===== src/logic/loop_code_pkg.sv =====
package loop_code_pkg;

  // ---------------------------------------------------------------
  // Register indices (byte address is four times the index)
  // ---------------------------------------------------------------
  localparam logic [7:0] IDX_TX_CONTROL  = 8'h74; // Transmit control
  localparam logic [7:0] IDX_TX_PATTERN  = 8'h75; // Transmit code
  localparam logic [7:0] IDX_DET_CONFIG  = 8'h76; // Detector config
  localparam logic [7:0] IDX_DET_STATE   = 8'h77; // Detector status
  localparam logic [7:0] IDX_UP_TARGET   = 8'h78; // Activate code
  localparam logic [7:0] IDX_DOWN_TARGET = 8'h79; // Deactivate code
  localparam logic [7:0] IDX_IRQ_ENABLE  = 8'h7A; // Interrupt enables
  localparam logic [7:0] IDX_IRQ_FLAGS   = 8'h7B; // Change flags

  // ---------------------------------------------------------------
  // Field positions
  // ---------------------------------------------------------------
  localparam int TX_EN_BIT     = 3; // Insertion enable
  localparam int TX_UNFM_BIT   = 2; // Unframed insertion
  localparam int TX_CL_LSB     = 0; // Transmit length select
  localparam int CFG_SKIP_BIT  = 4; // Frame bit skip
  localparam int CFG_DSEL_LSB  = 2; // Down length select
  localparam int CFG_ASEL_LSB  = 0; // Up length select
  localparam int UP_BIT        = 1; // Up bit in status, enable, flags
  localparam int DOWN_BIT      = 0; // Down bit in status, enable, flags

  // ---------------------------------------------------------------
  // Reset values
  // ---------------------------------------------------------------
  localparam logic [3:0] RST_TX_CONTROL  = 4'h0;
  localparam logic [7:0] RST_TX_PATTERN  = 8'h00;
  localparam logic [4:0] RST_DET_CONFIG  = 5'h04;
  localparam logic [7:0] RST_UP_TARGET   = 8'h08;
  localparam logic [7:0] RST_DOWN_TARGET = 8'h24;

  // ---------------------------------------------------------------
  // Timing and thresholds
  // ---------------------------------------------------------------
  localparam int unsigned CLK_PERIOD_NS = 8;          // ref_clk period
  localparam int unsigned DET_PERIOD_NS = 39_800_000; // 39.8 ms window
  localparam int unsigned DET_PERIOD_CYC = DET_PERIOD_NS / CLK_PERIOD_NS;
  localparam int          PERIOD_W      = 23;         // Window counter width
  localparam logic [9:0]  ERR_LIMIT     = 10'd600;    // Mismatch limit
  localparam logic [6:0]  GOOD_LIMIT    = 7'd126;     // Good window limit
  localparam int          ADDR_W        = 12;         // APB address width

  // ---------------------------------------------------------------
  // Carriers
  // ---------------------------------------------------------------
  typedef struct packed {
    logic valid; // Bit strobe
    logic fbit;  // Bit is a frame bit
    logic data;  // Bit value
  } line_bit_t;

  typedef struct packed {
    logic              psel;
    logic              penable;
    logic              pwrite;
    logic [ADDR_W-1:0] paddr;
    logic [31:0]       pwdata;
  } apb_req_t;

  typedef struct packed {
    logic        pready;
    logic        pslverr;
    logic [31:0] prdata;
  } apb_rsp_t;

  typedef struct packed {
    logic [2:0] phase; // Position in target code
    logic [9:0] errs;  // Mismatches this window
    logic [6:0] good;  // Consecutive good windows
  } det_t;

endpackage : loop_code_pkg


===== src/logic/loop_code_gen_detect.sv =====
// Added by the designer: the APB register port.
`timescale 1ns/1ns
`default_nettype none
module loop_code_gen_detect #(
  parameter int unsigned PERIOD_CYCLES = loop_code_pkg::DET_PERIOD_CYC
) (
  input  wire logic                   ref_clk,
  input  wire logic                   nrst,
  input  wire loop_code_pkg::apb_req_t apb_req,
  output loop_code_pkg::apb_rsp_t      apb_rsp,
  input  wire loop_code_pkg::line_bit_t tx_in,
  output loop_code_pkg::line_bit_t     tx_out,
  input  wire loop_code_pkg::line_bit_t rx_in,
  output logic                        irq_n
);

  // ---------------------------------------------------------------
  // State
  // ---------------------------------------------------------------
  typedef struct packed {
    logic [3:0]                       tx_ctrl;     // Enable, unframed, length
    logic [7:0]                       tx_pat;      // Transmit pattern
    logic [4:0]                       det_cfg;     // Skip, down sel, up sel
    logic [7:0]                       up_tgt;      // Activate target
    logic [7:0]                       down_tgt;    // Deactivate target
    logic [1:0]                       irq_en;      // Interrupt enables
    logic [1:0]                       flags;       // Change flags
    logic [1:0]                       detected;    // Detection status
    logic [2:0]                       tx_phase;    // Transmit code position
    loop_code_pkg::det_t [1:0]        det;         // Per-code detectors
    logic [loop_code_pkg::PERIOD_W-1:0] period_cnt; // Window counter
    logic [31:0]                      prdata;      // Read data
    loop_code_pkg::line_bit_t         tx_bit;      // Outgoing bit
  } state_t;

  state_t q_r;   // Registered state
  state_t q_nxt; // Next state

  // ---------------------------------------------------------------
  // Helpers
  // ---------------------------------------------------------------
  // Last code position for a length select: 4, 5, 6 or 7
  function automatic logic [2:0] code_last(input logic [1:0] sel);
    code_last = {1'b1, sel};
  endfunction : code_last

  // Code bit at a position, bit 7 first
  function automatic logic code_bit(input logic [7:0] code, input logic [2:0] ph);
    code_bit = code[3'd7 - ph];
  endfunction : code_bit

  // Next position with wrap at the code end
  function automatic logic [2:0] next_phase(input logic [2:0] ph, input logic [2:0] last);
    next_phase = (ph >= last) ? 3'h0 : 3'(ph + 3'h1);
  endfunction : next_phase

  // ---------------------------------------------------------------
  // Decode
  // ---------------------------------------------------------------
  logic       addr_hit;   // Address maps to a register
  logic [7:0] addr_idx;   // Register index from address
  logic [7:0] rd_mux;     // Read value before capture
  logic       wr_stb;     // Write takes effect
  logic       rd_setup;   // Read setup cycle
  logic       tx_over;    // This bit is overwritten
  logic       tick;       // Window end
  logic [1:0] mism;       // Counted mismatch per detector
  logic [1:0] cmp_bit;    // Bit is compared
  logic [1:0] loss_now;   // Mismatch limit crossed
  logic [9:0] err_sum [2]; // Updated mismatch counts
  logic [2:0] d_last  [2]; // Detector code end
  logic [7:0] d_tgt   [2]; // Detector target

  // Address decode and read mux
  always_comb begin
    addr_idx = apb_req.paddr[9:2];
    addr_hit = (apb_req.paddr[1:0] == 2'h0) && (apb_req.paddr[11:10] == 2'h0) &&
               (addr_idx >= loop_code_pkg::IDX_TX_CONTROL) &&
               (addr_idx <= loop_code_pkg::IDX_IRQ_FLAGS);
    case (addr_idx)
      loop_code_pkg::IDX_TX_CONTROL:  rd_mux = {4'h0, q_r.tx_ctrl};
      loop_code_pkg::IDX_TX_PATTERN:  rd_mux = q_r.tx_pat;
      loop_code_pkg::IDX_DET_CONFIG:  rd_mux = {3'h0, q_r.det_cfg};
      loop_code_pkg::IDX_DET_STATE:   rd_mux = {6'h00, q_r.detected};
      loop_code_pkg::IDX_UP_TARGET:   rd_mux = q_r.up_tgt;
      loop_code_pkg::IDX_DOWN_TARGET: rd_mux = q_r.down_tgt;
      loop_code_pkg::IDX_IRQ_ENABLE:  rd_mux = {6'h00, q_r.irq_en};
      loop_code_pkg::IDX_IRQ_FLAGS:   rd_mux = {6'h00, q_r.flags};
      default:                        rd_mux = 8'h00;
    endcase
    wr_stb   = apb_req.psel && apb_req.penable && apb_req.pwrite && addr_hit;
    rd_setup = apb_req.psel && !apb_req.penable && !apb_req.pwrite;
  end

  // Zero-wait slave, error on unmapped address
  always_comb begin
    apb_rsp.pready  = 1'b1;
    apb_rsp.pslverr = apb_req.psel && apb_req.penable && !addr_hit;
    apb_rsp.prdata  = q_r.prdata;
  end

  // Detector per-bit decode
  always_comb begin
    tick = (q_r.period_cnt >= loop_code_pkg::PERIOD_W'(PERIOD_CYCLES - 1));
    d_tgt[1]  = q_r.up_tgt;
    d_tgt[0]  = q_r.down_tgt;
    d_last[1] = code_last(q_r.det_cfg[loop_code_pkg::CFG_ASEL_LSB +: 2]);
    d_last[0] = code_last(q_r.det_cfg[loop_code_pkg::CFG_DSEL_LSB +: 2]);
    for (int i = 0; i < 2; i++) begin
      // Skipped frame bits do not advance the code position
      cmp_bit[i] = rx_in.valid &&
                   !(rx_in.fbit && q_r.det_cfg[loop_code_pkg::CFG_SKIP_BIT]);
      // Compared frame bits have their result dropped
      mism[i] = cmp_bit[i] && !rx_in.fbit &&
                (rx_in.data != code_bit(d_tgt[i], q_r.det[i].phase));
      if (mism[i] && (q_r.det[i].errs <= loop_code_pkg::ERR_LIMIT)) begin
        err_sum[i] = 10'(q_r.det[i].errs + 10'h001);
      end else begin
        err_sum[i] = q_r.det[i].errs;
      end
      loss_now[i] = (err_sum[i] > loop_code_pkg::ERR_LIMIT);
    end
  end

  // Transmit overwrite decision
  always_comb begin
    tx_over = q_r.tx_ctrl[loop_code_pkg::TX_EN_BIT] && tx_in.valid &&
              (q_r.tx_ctrl[loop_code_pkg::TX_UNFM_BIT] || !tx_in.fbit);
  end

  // ---------------------------------------------------------------
  // Next state
  // ---------------------------------------------------------------
  always_comb begin
    q_nxt = q_r;
    // Register writes
    if (wr_stb) begin
      case (addr_idx)
        loop_code_pkg::IDX_TX_CONTROL:  q_nxt.tx_ctrl  = apb_req.pwdata[3:0];
        loop_code_pkg::IDX_TX_PATTERN:  q_nxt.tx_pat   = apb_req.pwdata[7:0];
        loop_code_pkg::IDX_DET_CONFIG:  q_nxt.det_cfg  = apb_req.pwdata[4:0];
        loop_code_pkg::IDX_UP_TARGET:   q_nxt.up_tgt   = apb_req.pwdata[7:0];
        loop_code_pkg::IDX_DOWN_TARGET: q_nxt.down_tgt = apb_req.pwdata[7:0];
        loop_code_pkg::IDX_IRQ_ENABLE:  q_nxt.irq_en   = apb_req.pwdata[1:0];
        loop_code_pkg::IDX_IRQ_FLAGS:   q_nxt.flags    = q_r.flags & ~apb_req.pwdata[1:0];
        default:                        q_nxt.flags    = q_r.flags;
      endcase
    end
    // Read data captured in the setup cycle
    if (rd_setup) begin
      q_nxt.prdata = {24'h000000, rd_mux};
    end
    // Transmit path, registered by one cycle
    q_nxt.tx_bit = tx_in;
    if (tx_over) begin
      q_nxt.tx_bit.data = code_bit(q_r.tx_pat, q_r.tx_phase);
      q_nxt.tx_phase = next_phase(q_r.tx_phase,
                                  code_last(q_r.tx_ctrl[loop_code_pkg::TX_CL_LSB +: 2]));
    end else if (!q_r.tx_ctrl[loop_code_pkg::TX_EN_BIT]) begin
      q_nxt.tx_phase = 3'h0;
    end
    // Window counter
    q_nxt.period_cnt = tick ? '0 : loop_code_pkg::PERIOD_W'(q_r.period_cnt + 1'b1);
    // Detectors
    for (int i = 0; i < 2; i++) begin
      if (cmp_bit[i]) begin
        q_nxt.det[i].phase = next_phase(q_r.det[i].phase, d_last[i]);
      end
      q_nxt.det[i].errs = err_sum[i];
      if (loss_now[i]) begin
        q_nxt.detected[i] = 1'b0;
        q_nxt.det[i].good = 7'h00;
      end
      if (tick) begin
        q_nxt.det[i].errs = 10'h000;
        if (err_sum[i] < loop_code_pkg::ERR_LIMIT) begin
          if (q_r.det[i].good <= loop_code_pkg::GOOD_LIMIT) begin
            q_nxt.det[i].good = 7'(q_r.det[i].good + 7'h01);
          end
          if (q_r.det[i].good >= loop_code_pkg::GOOD_LIMIT) begin
            q_nxt.detected[i] = 1'b1;
          end
        end else begin
          q_nxt.det[i].good = 7'h00;
          // Hunt for alignment after a window past the mismatch limit
          if (loss_now[i]) begin
            q_nxt.det[i].phase = next_phase(q_nxt.det[i].phase, d_last[i]);
          end
        end
      end
    end
    // Change flags, set wins over clear
    q_nxt.flags = q_nxt.flags | (q_nxt.detected ^ q_r.detected);
  end

  // ---------------------------------------------------------------
  // State register
  // ---------------------------------------------------------------
  always_ff @(posedge ref_clk) begin
    if (!nrst) begin
      q_r          <= '0;
      q_r.tx_ctrl  <= loop_code_pkg::RST_TX_CONTROL;
      q_r.tx_pat   <= loop_code_pkg::RST_TX_PATTERN;
      q_r.det_cfg  <= loop_code_pkg::RST_DET_CONFIG;
      q_r.up_tgt   <= loop_code_pkg::RST_UP_TARGET;
      q_r.down_tgt <= loop_code_pkg::RST_DOWN_TARGET;
    end else begin
      q_r <= q_nxt;
    end
  end

  // ---------------------------------------------------------------
  // Outputs
  // ---------------------------------------------------------------
  // Active-low interrupt from enabled, set flags
  always_comb begin
    irq_n  = !(|(q_r.flags & q_r.irq_en));
    tx_out = q_r.tx_bit;
  end
endmodule : loop_code_gen_detect
`default_nettype wire


===== config.mk =====
export PLATFORM = sky130hd
export DESIGN_NAME = loop_code_gen_detect
export DESIGN_NICKNAME = d
export VERILOG_FILES = /design/src/logic/loop_code_pkg.sv /design/src/logic/loop_code_gen_detect.sv
export SDC_FILE = /design/constraint.sdc
export NUM_CORES = 1
export LEC_CHECK = 0
export BUFFER_PORTS_ARGS = -buffer_cell sky130_fd_sc_hd__clkbuf_2
export CORE_UTILIZATION = 52
export DETAILED_ROUTE_END_ITERATION = 6
export GPL_TIMING_DRIVEN = 0
export PLACE_DENSITY = 0.75
export SYNTH_ARGS = -nofsm -noshare
export SYNTH_HDL_FRONTEND = slang
export SYNTH_SLANG_ARGS = --single-unit

===== constraint.sdc =====
create_clock -name ref_clk -period 9.1 [get_ports ref_clk]
set_input_delay 0 -clock ref_clk [delete_from_list [all_inputs] [get_ports ref_clk]]
set_output_delay 0 -clock ref_clk [all_outputs]
set_load 0.02 [all_outputs]

==> impl_metrics.prom, run 1 <==
# TYPE chip_impl_metric gauge
chip_impl_metric{name="count_of_input_and_output_buffers",unit=""} 43
chip_impl_metric{name="placement_rows",unit=""} 41
chip_impl_metric{name="drt-pass1-iter-count",unit=""} 5
chip_impl_metric{name="ys_ff_latch",unit=""} 116
chip_impl_metric{name="setup-tns-final",unit="ns"} 0
chip_impl_metric{name="drt_wl_total",unit="um"} 15800
chip_impl_metric{name="grt_antenna_before_repair",unit=""} 0
chip_impl_metric{name="route.vias.total",unit=""} 6033
chip_impl_metric{name="detail_route.vias_per_cell",unit=""} 5.510
chip_impl_metric{name="place_area",unit="um^2"} 7282
chip_impl_metric{name="timing.reg2reg.setup_slack",unit="ns"} 5.64
chip_impl_metric{name="seq_area_frac_synth",unit="%"} 34.33
chip_impl_info{name="setup.worst_path.class",value="reg -> reg"} 1
chip_impl_metric{name="numCtsBuffers",unit=""} 17
chip_impl_metric{name="synth_async_sr_flop_share",unit="%"} 0
chip_impl_metric{name="synth_to_layout_area_growth",unit="%"} 18.99
chip_impl_metric{name="post-layout-total-power",unit="uW"} 1343
chip_impl_metric{name="netlist-cell-type-count",unit=""} 79
chip_impl_metric{name="num-nets-final",unit=""} 990
chip_impl_metric{name="die_area",unit="um^2"} 13470
chip_impl_metric{name="max_slew_margin",unit="%"} 21.41
chip_impl_metric{name="final_area",unit="um^2"} 8050
chip_impl_metric{name="achievable-frequency",unit="GHz"} 0.2891
chip_impl_info{name="worst_setup_path_startpoint",value="q_r[95]"} 1
chip_impl_info{name="ys.flop_type",value="dfxtp_1"} 1
chip_impl_metric{name="grt_start_max_net_pins",unit=""} 17
chip_impl_metric{name="initial_utilization",unit="%"} 53.39
chip_impl_metric{name="routed_wire_length_per_instance",unit="um"} 14.43
chip_impl_metric{name="detailedPlacementHpwl",unit="um"} 11070
chip_impl_metric{name="post_synth.cell_area_avg",unit="um^2"} 8.311
chip_impl_metric{name="post-route-period-util",unit="%"} 38.02
chip_impl_metric{name="power_density",unit="nW/um^2"} 166.9
chip_impl_info{name="grt_setup_unrepaired",value="false"} 1
chip_impl_metric{name="cellLeakagePower",unit="uW"} 0.003403
chip_impl_metric{name="fraction_of_final_layout_cells_sized_beyond_drive_strength_1",unit="%"} 15.06
chip_impl_metric{name="timing_hold_violations_final",unit=""} 0
chip_impl_metric{name="die_height",unit="um"} 116.1
chip_impl_metric{name="slew_violations",unit=""} 0
chip_impl_info{name="critPathLaunchType",value="flop"} 1
chip_impl_metric{name="gp_routability_congestion",unit=""} 0.8864
chip_impl_metric{name="antennaDiodeCount",unit=""} 0
chip_impl_metric{name="final.setup_skew",unit="ns"} 0.007807
chip_impl_metric{name="cap_viol_max_count",unit=""} 0
chip_impl_metric{name="clock_tree.htree_level_count",unit=""} 4
chip_impl_metric{name="coreArea",unit="um^2"} 12670
chip_impl_metric{name="cts.path.max_buffers",unit=""} 2
chip_impl_metric{name="critPathRequiredTime",unit="ns"} 9.41
chip_impl_metric{name="synthCells",unit=""} 814
chip_impl_metric{name="worst_ep_arrival_time",unit="ns"} 3.77
chip_impl_metric{name="highest_net_fanout_along_the_worst_path",unit=""} 6
chip_impl_metric{name="pin_count",unit=""} 93
chip_impl_metric{name="synth_area",unit="um^2"} 6765
chip_impl_info{name="tritoncts",value="built"} 1
chip_impl_metric{name="final.min_clock_period",unit="ns"} 3.460
chip_impl_metric{name="grt_first_pass_wirelength",unit="um"} 25730
chip_impl_metric{name="synth-warning-count",unit=""} 0
chip_impl_metric{name="vias_in_the_first_global_route",unit=""} 5459
chip_impl_metric{name="first_iter_violations",unit=""} 459
chip_impl_metric{name="r2r_worst_path_depth",unit=""} 8
chip_impl_metric{name="globalRouteTotalUtil",unit="%"} 24.59
chip_impl_info{name="status",value="completed"} 1
chip_impl_metric{name="synth_edf_count",unit=""} 0
chip_impl_metric{name="final_util",unit="%"} 63.53
chip_impl_metric{name="drc_errors",unit=""} 0
chip_impl_metric{name="postRouteAntennaNets",unit=""} 0
chip_impl_info{name="ctsRootBufferMaster",value="clkbuf_16"} 1
chip_impl_metric{name="globalRoute.totalOverflow",unit=""} 0
chip_impl_info{name="critPathCaptureType",value="flop"} 1
chip_impl_metric{name="die_w",unit="um"} 116.1
chip_impl_info{name="worst_setup_path_endpoint",value="q_r[80]"} 1
chip_impl_metric{name="worst_slew_pin_slew",unit="ns"} 1.162
chip_impl_metric{name="worst_setup_hold_path_clk_slew",unit="ns"} 0.05
chip_impl_info{name="min-delay-path-class",value="in -> reg"} 1
chip_impl_metric{name="clock_insertion_delay_worst_skew",unit="ns"} 0.42
chip_impl_info{name="crit-reg2reg-capture",value="q_r[80]"} 1
chip_impl_info{name="rr_startpoint",value="q_r[95]"} 1
chip_impl_metric{name="finalSetupViolations",unit=""} 0
chip_impl_metric{name="cts_num_sinks",unit=""} 116
chip_impl_metric{name="vdd_ir_drop_max",unit="mV"} 0.1152
[per-layer routing]
metal | GRT usage (%) | share of wire, % | vias to the layer above
met5 | 0 | 0 | -
met4 | 10.94 | 2.6 | 0
met3 | 5.230 | 5.0 | 42
met2 | 39.09 | 45 | 195
met1 | 32.14 | 47 | 2768
li1 | - | - | 3028
[critical path, cell delays in order (launching register included)]
cell	delay (ns)
dfxtp_1	0.48
mux4_1	0.60
mux2_4	0.33
mux2i_2	0.19
nor4_1	0.51
nor4_4	0.13
o311ai_1	0.83
a31oi_1	0.09
a21o_1	0.19
[stage by stage]
| step | setup WS (ns) | hold slack, ns | std cells |
|---|---|---|---|
| floorplan | 6.225 | 0.1217 | 837 |
| global placement | 5.753 | 0.2234 | 1052 |
| detailed placement | 5.719 | 0.2226 | 1052 |
| CTS | 5.685 | 0.05990 | 1095 |
| global route | 5.475 | 0.09803 | 1095 |
| finish | 5.640 | 0.07298 | 1095 |
[where the power goes]
group	internal (uW)	total, uW	switching, uW
clock	503	736	233
combinational	36.2	89.2	53.0
sequential	512	518	5.82
[cell families after synthesis]
logic type / count (synthesis) / synth area share, %
AOI/OAI and AO/OA: 141 / 14.46
DFF: 116 / 34.33
buffers and inverters: 90 / 7.139
adders and majority gates: 24 / 4.439
xor gates and xnor gates: 38 / 5.031
and+or+nand+nor: 356 / 25.38
muxes: 47 / 9.118
other: 2 / 0.1110
[layout by cell type, fill, tap and decap left out, types with 18 or more instances in the layout]
master / Yosys / final
a21oi_1: 43 / 43
buf_4: 36 / 36
clkbuf_1: 21 / 22
clkbuf_2: 0 / 43
conb_1: 2 / 25
dfxtp_1: 116 / 116
ha_1: 24 / 24
inv_1: 26 / 26
mux2i_1: 34 / 34
nand2_1: 83 / 83
nand3_1: 49 / 49
nor2_1: 119 / 119
xnor2_1: 18 / 18
xor2_1: 19 / 19
[worst min-delay path by stage]
stage	from	endpoint	slack (ns)	depth (start not counted)
floorplan	tx_in[2]	tx_out[2]	0.12	1
global placement	tx_in[2]	tx_out[2]	0.22	2
detailed placement	tx_in[2]	tx_out[2]	0.22	2
CTS	apb_req[34]	q_r[129]	0.06	5
global route	apb_req[34]	q_r[128]	0.1	5
finish	apb_req[34]	q_r[129]	0.07	5
[state kept, by name, summed over array words and instances, names as in the netlist]
signal	flops
apb_rsp	8
q_r	85
d_tgt	16
tx_out	3
d_last	4
[area by class of cell]
cell class	instances	area [um^2]
multi-input combinational	631	4046
fill	1074	4621
clock buffer	21	470.5
inverter	26	97.59
clock inverter	10	177.7
buffer	64	385.4
tap	172	215.2
sequential	116	2322
timing repair buffer	55	335.3
[cell usage after synthesis, types with 18 or more instances]
| cell | n | area, um^2 |
|---|---|---|
| a21oi_1 | 43 | 215.2 |
| buf_4 | 36 | 270.3 |
| clkbuf_1 | 21 | 78.83 |
| dfxtp_1 | 116 | 2322 |
| ha_1 | 24 | 300.3 |
| inv_1 | 26 | 97.59 |
| mux2i_1 | 34 | 340.3 |
| nand2_1 | 83 | 311.6 |
| nand3_1 | 49 | 245.2 |
| nor2_1 | 119 | 446.7 |
| xnor2_1 | 18 | 157.7 |
| xor2_1 | 19 | 166.4 |
[repair_timing]
| item | in CTS | in global routing |
|---|---|---|
| hold buffers | 12 | 0 |
| resized for setup | 0 | 0 |
| setup buffers | 0 | 0 |
| hold endpoints to repair | 39 | 0 |
(Power assumes the default switching activity.)
==> run 2, diff against run 1 <==
--- a/config.mk
+++ b/config.mk
@@ -9,7 +9,7 @@
 export CORE_UTILIZATION = 52
 export DETAILED_ROUTE_END_ITERATION = 6
 export GPL_TIMING_DRIVEN = 0
-export PLACE_DENSITY = 0.75
+export PLACE_DENSITY = 0.78
 export SYNTH_ARGS = -nofsm -noshare
 export SYNTH_HDL_FRONTEND = slang
 export SYNTH_SLANG_ARGS = --single-unit
==> constraint.sdc (replaced) <==
create_clock -name ref_clk -period 3.1 [get_ports ref_clk]
set_input_delay 0 -clock ref_clk [delete_from_list [all_inputs] [get_ports ref_clk]]
set_output_delay 0 -clock ref_clk [all_outputs]
set_load 0.02 [all_outputs]
==> run 2 against run 1 <==
Combinational power rose to 3.0 times the previous value. Cell area about the same. Clock power increased by 150%. Via count rose by 1.0%. Count of clock-buffer cells in the layout is 2 lower. Critical path type unchanged.
==> impl_metrics.prom, run 2 (same netlist as run 1, synthesis figures left out) <==
# TYPE chip_impl_metric gauge
chip_impl_metric{name="max_slew_margin",unit="%"} 26.30
chip_impl_metric{name="globalRoute.totalOverflow",unit=""} 0
chip_impl_metric{name="pin_count",unit=""} 93
chip_impl_metric{name="drc_errors",unit=""} 0
chip_impl_metric{name="die_w",unit="um"} 116.1
chip_impl_metric{name="grt_antenna_before_repair",unit=""} 0
chip_impl_metric{name="power_density",unit="nW/um^2"} 446.6
chip_impl_metric{name="cts_num_sinks",unit=""} 116
chip_impl_metric{name="final.min_clock_period",unit="ns"} 3.014
chip_impl_info{name="status",value="completed"} 1
chip_impl_metric{name="grt_start_max_net_pins",unit=""} 17
chip_impl_metric{name="highest_net_fanout_along_the_worst_path",unit=""} 6
chip_impl_metric{name="antennaDiodeCount",unit=""} 0
chip_impl_metric{name="numCtsBuffers",unit=""} 17
chip_impl_metric{name="fraction_of_final_layout_cells_sized_beyond_drive_strength_1",unit="%"} 16.54
chip_impl_metric{name="largest_register_ffs",unit=""} 85
chip_impl_info{name="final_common_cell",value="nor2_1"} 1
chip_impl_metric{name="detailedPlacementHpwl",unit="um"} 11130
chip_impl_metric{name="worst_ep_arrival_time",unit="ns"} 3.32
chip_impl_metric{name="coreArea",unit="um^2"} 12670
chip_impl_info{name="critPathCaptureType",value="flop"} 1
chip_impl_metric{name="finalSetupViolations",unit=""} 0
chip_impl_metric{name="worst_slew_pin_slew",unit="ns"} 1.090
chip_impl_metric{name="p_switching",unit="uW"} 860.1
chip_impl_metric{name="final.setup_skew",unit="ns"} 0.008342
chip_impl_info{name="crit_slowest_cell",value="mux4_1"} 1
chip_impl_metric{name="grt_first_pass_wirelength",unit="um"} 26250
chip_impl_metric{name="drt_wl_total",unit="um"} 15960
chip_impl_metric{name="final_util",unit="%"} 63.52
chip_impl_metric{name="clock_tree.htree_level_count",unit=""} 4
chip_impl_info{name="critPathLaunchType",value="flop"} 1
chip_impl_metric{name="drt-pass1-iter-count",unit=""} 6
chip_impl_info{name="critical_path_cell_by_cell",value="mux4_1 -> mux2_4 -> mux2i_4 -> buf_6 -> nor2_1 -> nor4_4 -> buf_4 -> o311ai_2 -> a31oi_1 -> a21o_1"} 1
chip_impl_metric{name="vias_in_the_first_global_route",unit=""} 5442
chip_impl_metric{name="critPathRequiredTime",unit="ns"} 3.41
chip_impl_metric{name="globalRouteTotalUtil",unit="%"} 25.11
chip_impl_metric{name="die_area",unit="um^2"} 13470
chip_impl_metric{name="pwr-share-comb",unit="%"} 7.5
chip_impl_metric{name="die_height",unit="um"} 116.1
chip_impl_metric{name="layout_cells_excl_fill",unit=""} 1097
chip_impl_metric{name="max_stage_delay",unit="ns"} 0.55
chip_impl_metric{name="worst_setup_hold_path_clk_slew",unit="ns"} 0.06
chip_impl_info{name="ctsRootBufferMaster",value="clkbuf_16"} 1
chip_impl_metric{name="clock_insertion_delay_worst_skew",unit="ns"} 0.42
chip_impl_metric{name="switching_share",unit="%"} 23.93
chip_impl_metric{name="first_iter_violations",unit=""} 505
chip_impl_metric{name="initial_utilization",unit="%"} 53.39
chip_impl_metric{name="gp_routability_congestion",unit=""} 0.9027
chip_impl_metric{name="slew_violations",unit=""} 0
chip_impl_metric{name="power.internal",unit="uW"} 2735
chip_impl_metric{name="vdd_ir_drop_max",unit="mV"} 0.3351
chip_impl_info{name="most-common-layout-cells",value="nor2_1 (119), dfxtp_1 (114), nand2_1 (83)"} 1
chip_impl_metric{name="postRouteAntennaNets",unit=""} 0
chip_impl_info{name="grt_setup_unrepaired",value="true"} 1
chip_impl_metric{name="cts.path.max_buffers",unit=""} 2
chip_impl_metric{name="num-nets-final",unit=""} 994
chip_impl_metric{name="placement_rows",unit=""} 41
chip_impl_info{name="crit_family",value="multiplexers"} 1
chip_impl_metric{name="cellLeakagePower",unit="uW"} 0.003355
chip_impl_metric{name="timing_hold_violations_final",unit=""} 0
chip_impl_metric{name="post-layout-total-power",unit="uW"} 3595
chip_impl_metric{name="route.vias.total",unit=""} 6095
chip_impl_metric{name="cap_viol_max_count",unit=""} 0
chip_impl_info{name="min-delay-path-class",value="in -> reg"} 1
chip_impl_metric{name="count_of_placed_standard_cells_including_taps",unit=""} 1052
chip_impl_metric{name="worst_slack",unit="ns"} 0.08635
chip_impl_metric{name="power_frac_seq",unit="%"} 42.3
chip_impl_metric{name="synth_to_layout_area_growth",unit="%"} 18.98
chip_impl_metric{name="dpl_worst_slack",unit="ns"} -0.1870
chip_impl_metric{name="timing.critical_path.buf_inv",unit=""} 2
chip_impl_metric{name="routed_wire_length_per_instance",unit="um"} 14.55
chip_impl_metric{name="count_of_input_and_output_buffers",unit=""} 43
chip_impl_metric{name="post-route-period-util",unit="%"} 97.21
chip_impl_metric{name="achievable-frequency",unit="GHz"} 0.3318
chip_impl_info{name="setup.worst_path.class",value="reg -> reg"} 1
chip_impl_metric{name="power_frac_clock",unit="%"} 50.2
chip_impl_metric{name="detail_route.vias_per_cell",unit=""} 5.556
chip_impl_info{name="top_register",value="q_r"} 1
chip_impl_info{name="tritoncts",value="built"} 1
-- run 2: cell count changes in the layout (fill, tap and decap cells not counted), moves of 2 or more --
cell | previous run | this run
dfxtp_1 | 116 | 114
mux2i_4 | 0 | 2
nor4_1 | 6 | 4
bufinv_16 | 5 | 1
buf_4 | 36 | 40
clkinvlp_4 | 1 | 3
nor4_2 | 0 | 2
-- run 2: cell type report --
| type | count | area [um^2] |
|---|---|---|
| plain buffers | 64 | 385.4 |
| clock buffers | 19 | 452.9 |
| clock inverters | 10 | 86.33 |
| fillers | 1093 | 4622 |
| inverters | 26 | 97.59 |
| multi-input cells | 632 | 4129 |
| flip-flops and latches | 116 | 2327 |
| well taps | 172 | 215.2 |
| repair buffers | 58 | 355.3 |
-- run 2: power groups by stage --
| stage | combinational [uW] | clock, uW | sequential [uW] |
|---|---|---|---|
| after floorplan | 176 | 0 | 1550 |
| after CTS | 261 | 1820 | 1520 |
| after global routing | 298 | 1890 | 1520 |
| after global placement | 239 | 0 | 1550 |
| after detailed placement | 243 | 0 | 1550 |
| final | 269 | 1810 | 1520 |
-- run 2: stage by stage --
step / area [um^2] / hold WS, ns / TNS (ns)
floorplan: 6852 / 0.1217 / 0
global placement: 7282 / 0.2236 / -1.848
detailed placement: 7282 / 0.2241 / -1.815
CTS: 7971 / 0.01977 / 0
global route: 8049 / 0.02967 / -0.02268
finish: 8049 / 0.04963 / 0
-- run 2: routing by layer --
metal | track usage, % | vias to the layer above | share of wire [%]
li1 | - | 3033 | -
met2 | 39.44 | 208 | 46
met4 | 10.60 | 0 | 2.3
met1 | 33.02 | 2823 | 46
met5 | 0 | - | 0
met3 | 6.015 | 31 | 5.4
-- run 2: path summary, 6_finish.rpt --
path / start / to / slack (ns) / cells past startpoint
hold reg to reg: d_tgt[4] / d_tgt[4] / 0.47 / 2
setup / recovery: q_r[95] / q_r[80] / 0.09 / 10
hold / removal: nrst / q_r[84] / 0.05 / 4
setup reg to reg: q_r[95] / q_r[80] / 0.09 / 10
-- run 2: repair_timing --
action | in CTS | in global routing
endpoints found under the hold margin | 38 | 0
gates cloned | 1 | 0
setup buffers | 1 | 3
pin swaps | 1 | 2
gates resized for setup | 5 | 11
endpoints found under the setup margin | 19 | 21
hold buffers | 11 | 0
-- run 2: tightest hold or removal path, delay by kind of cell --
family | cells | cell delay (ns)
AO/OA/AOI/OAI | 2 | 0.17
buffers and inverters | 1 | 0.15
AND/OR/NAND/NOR | 1 | 0.09
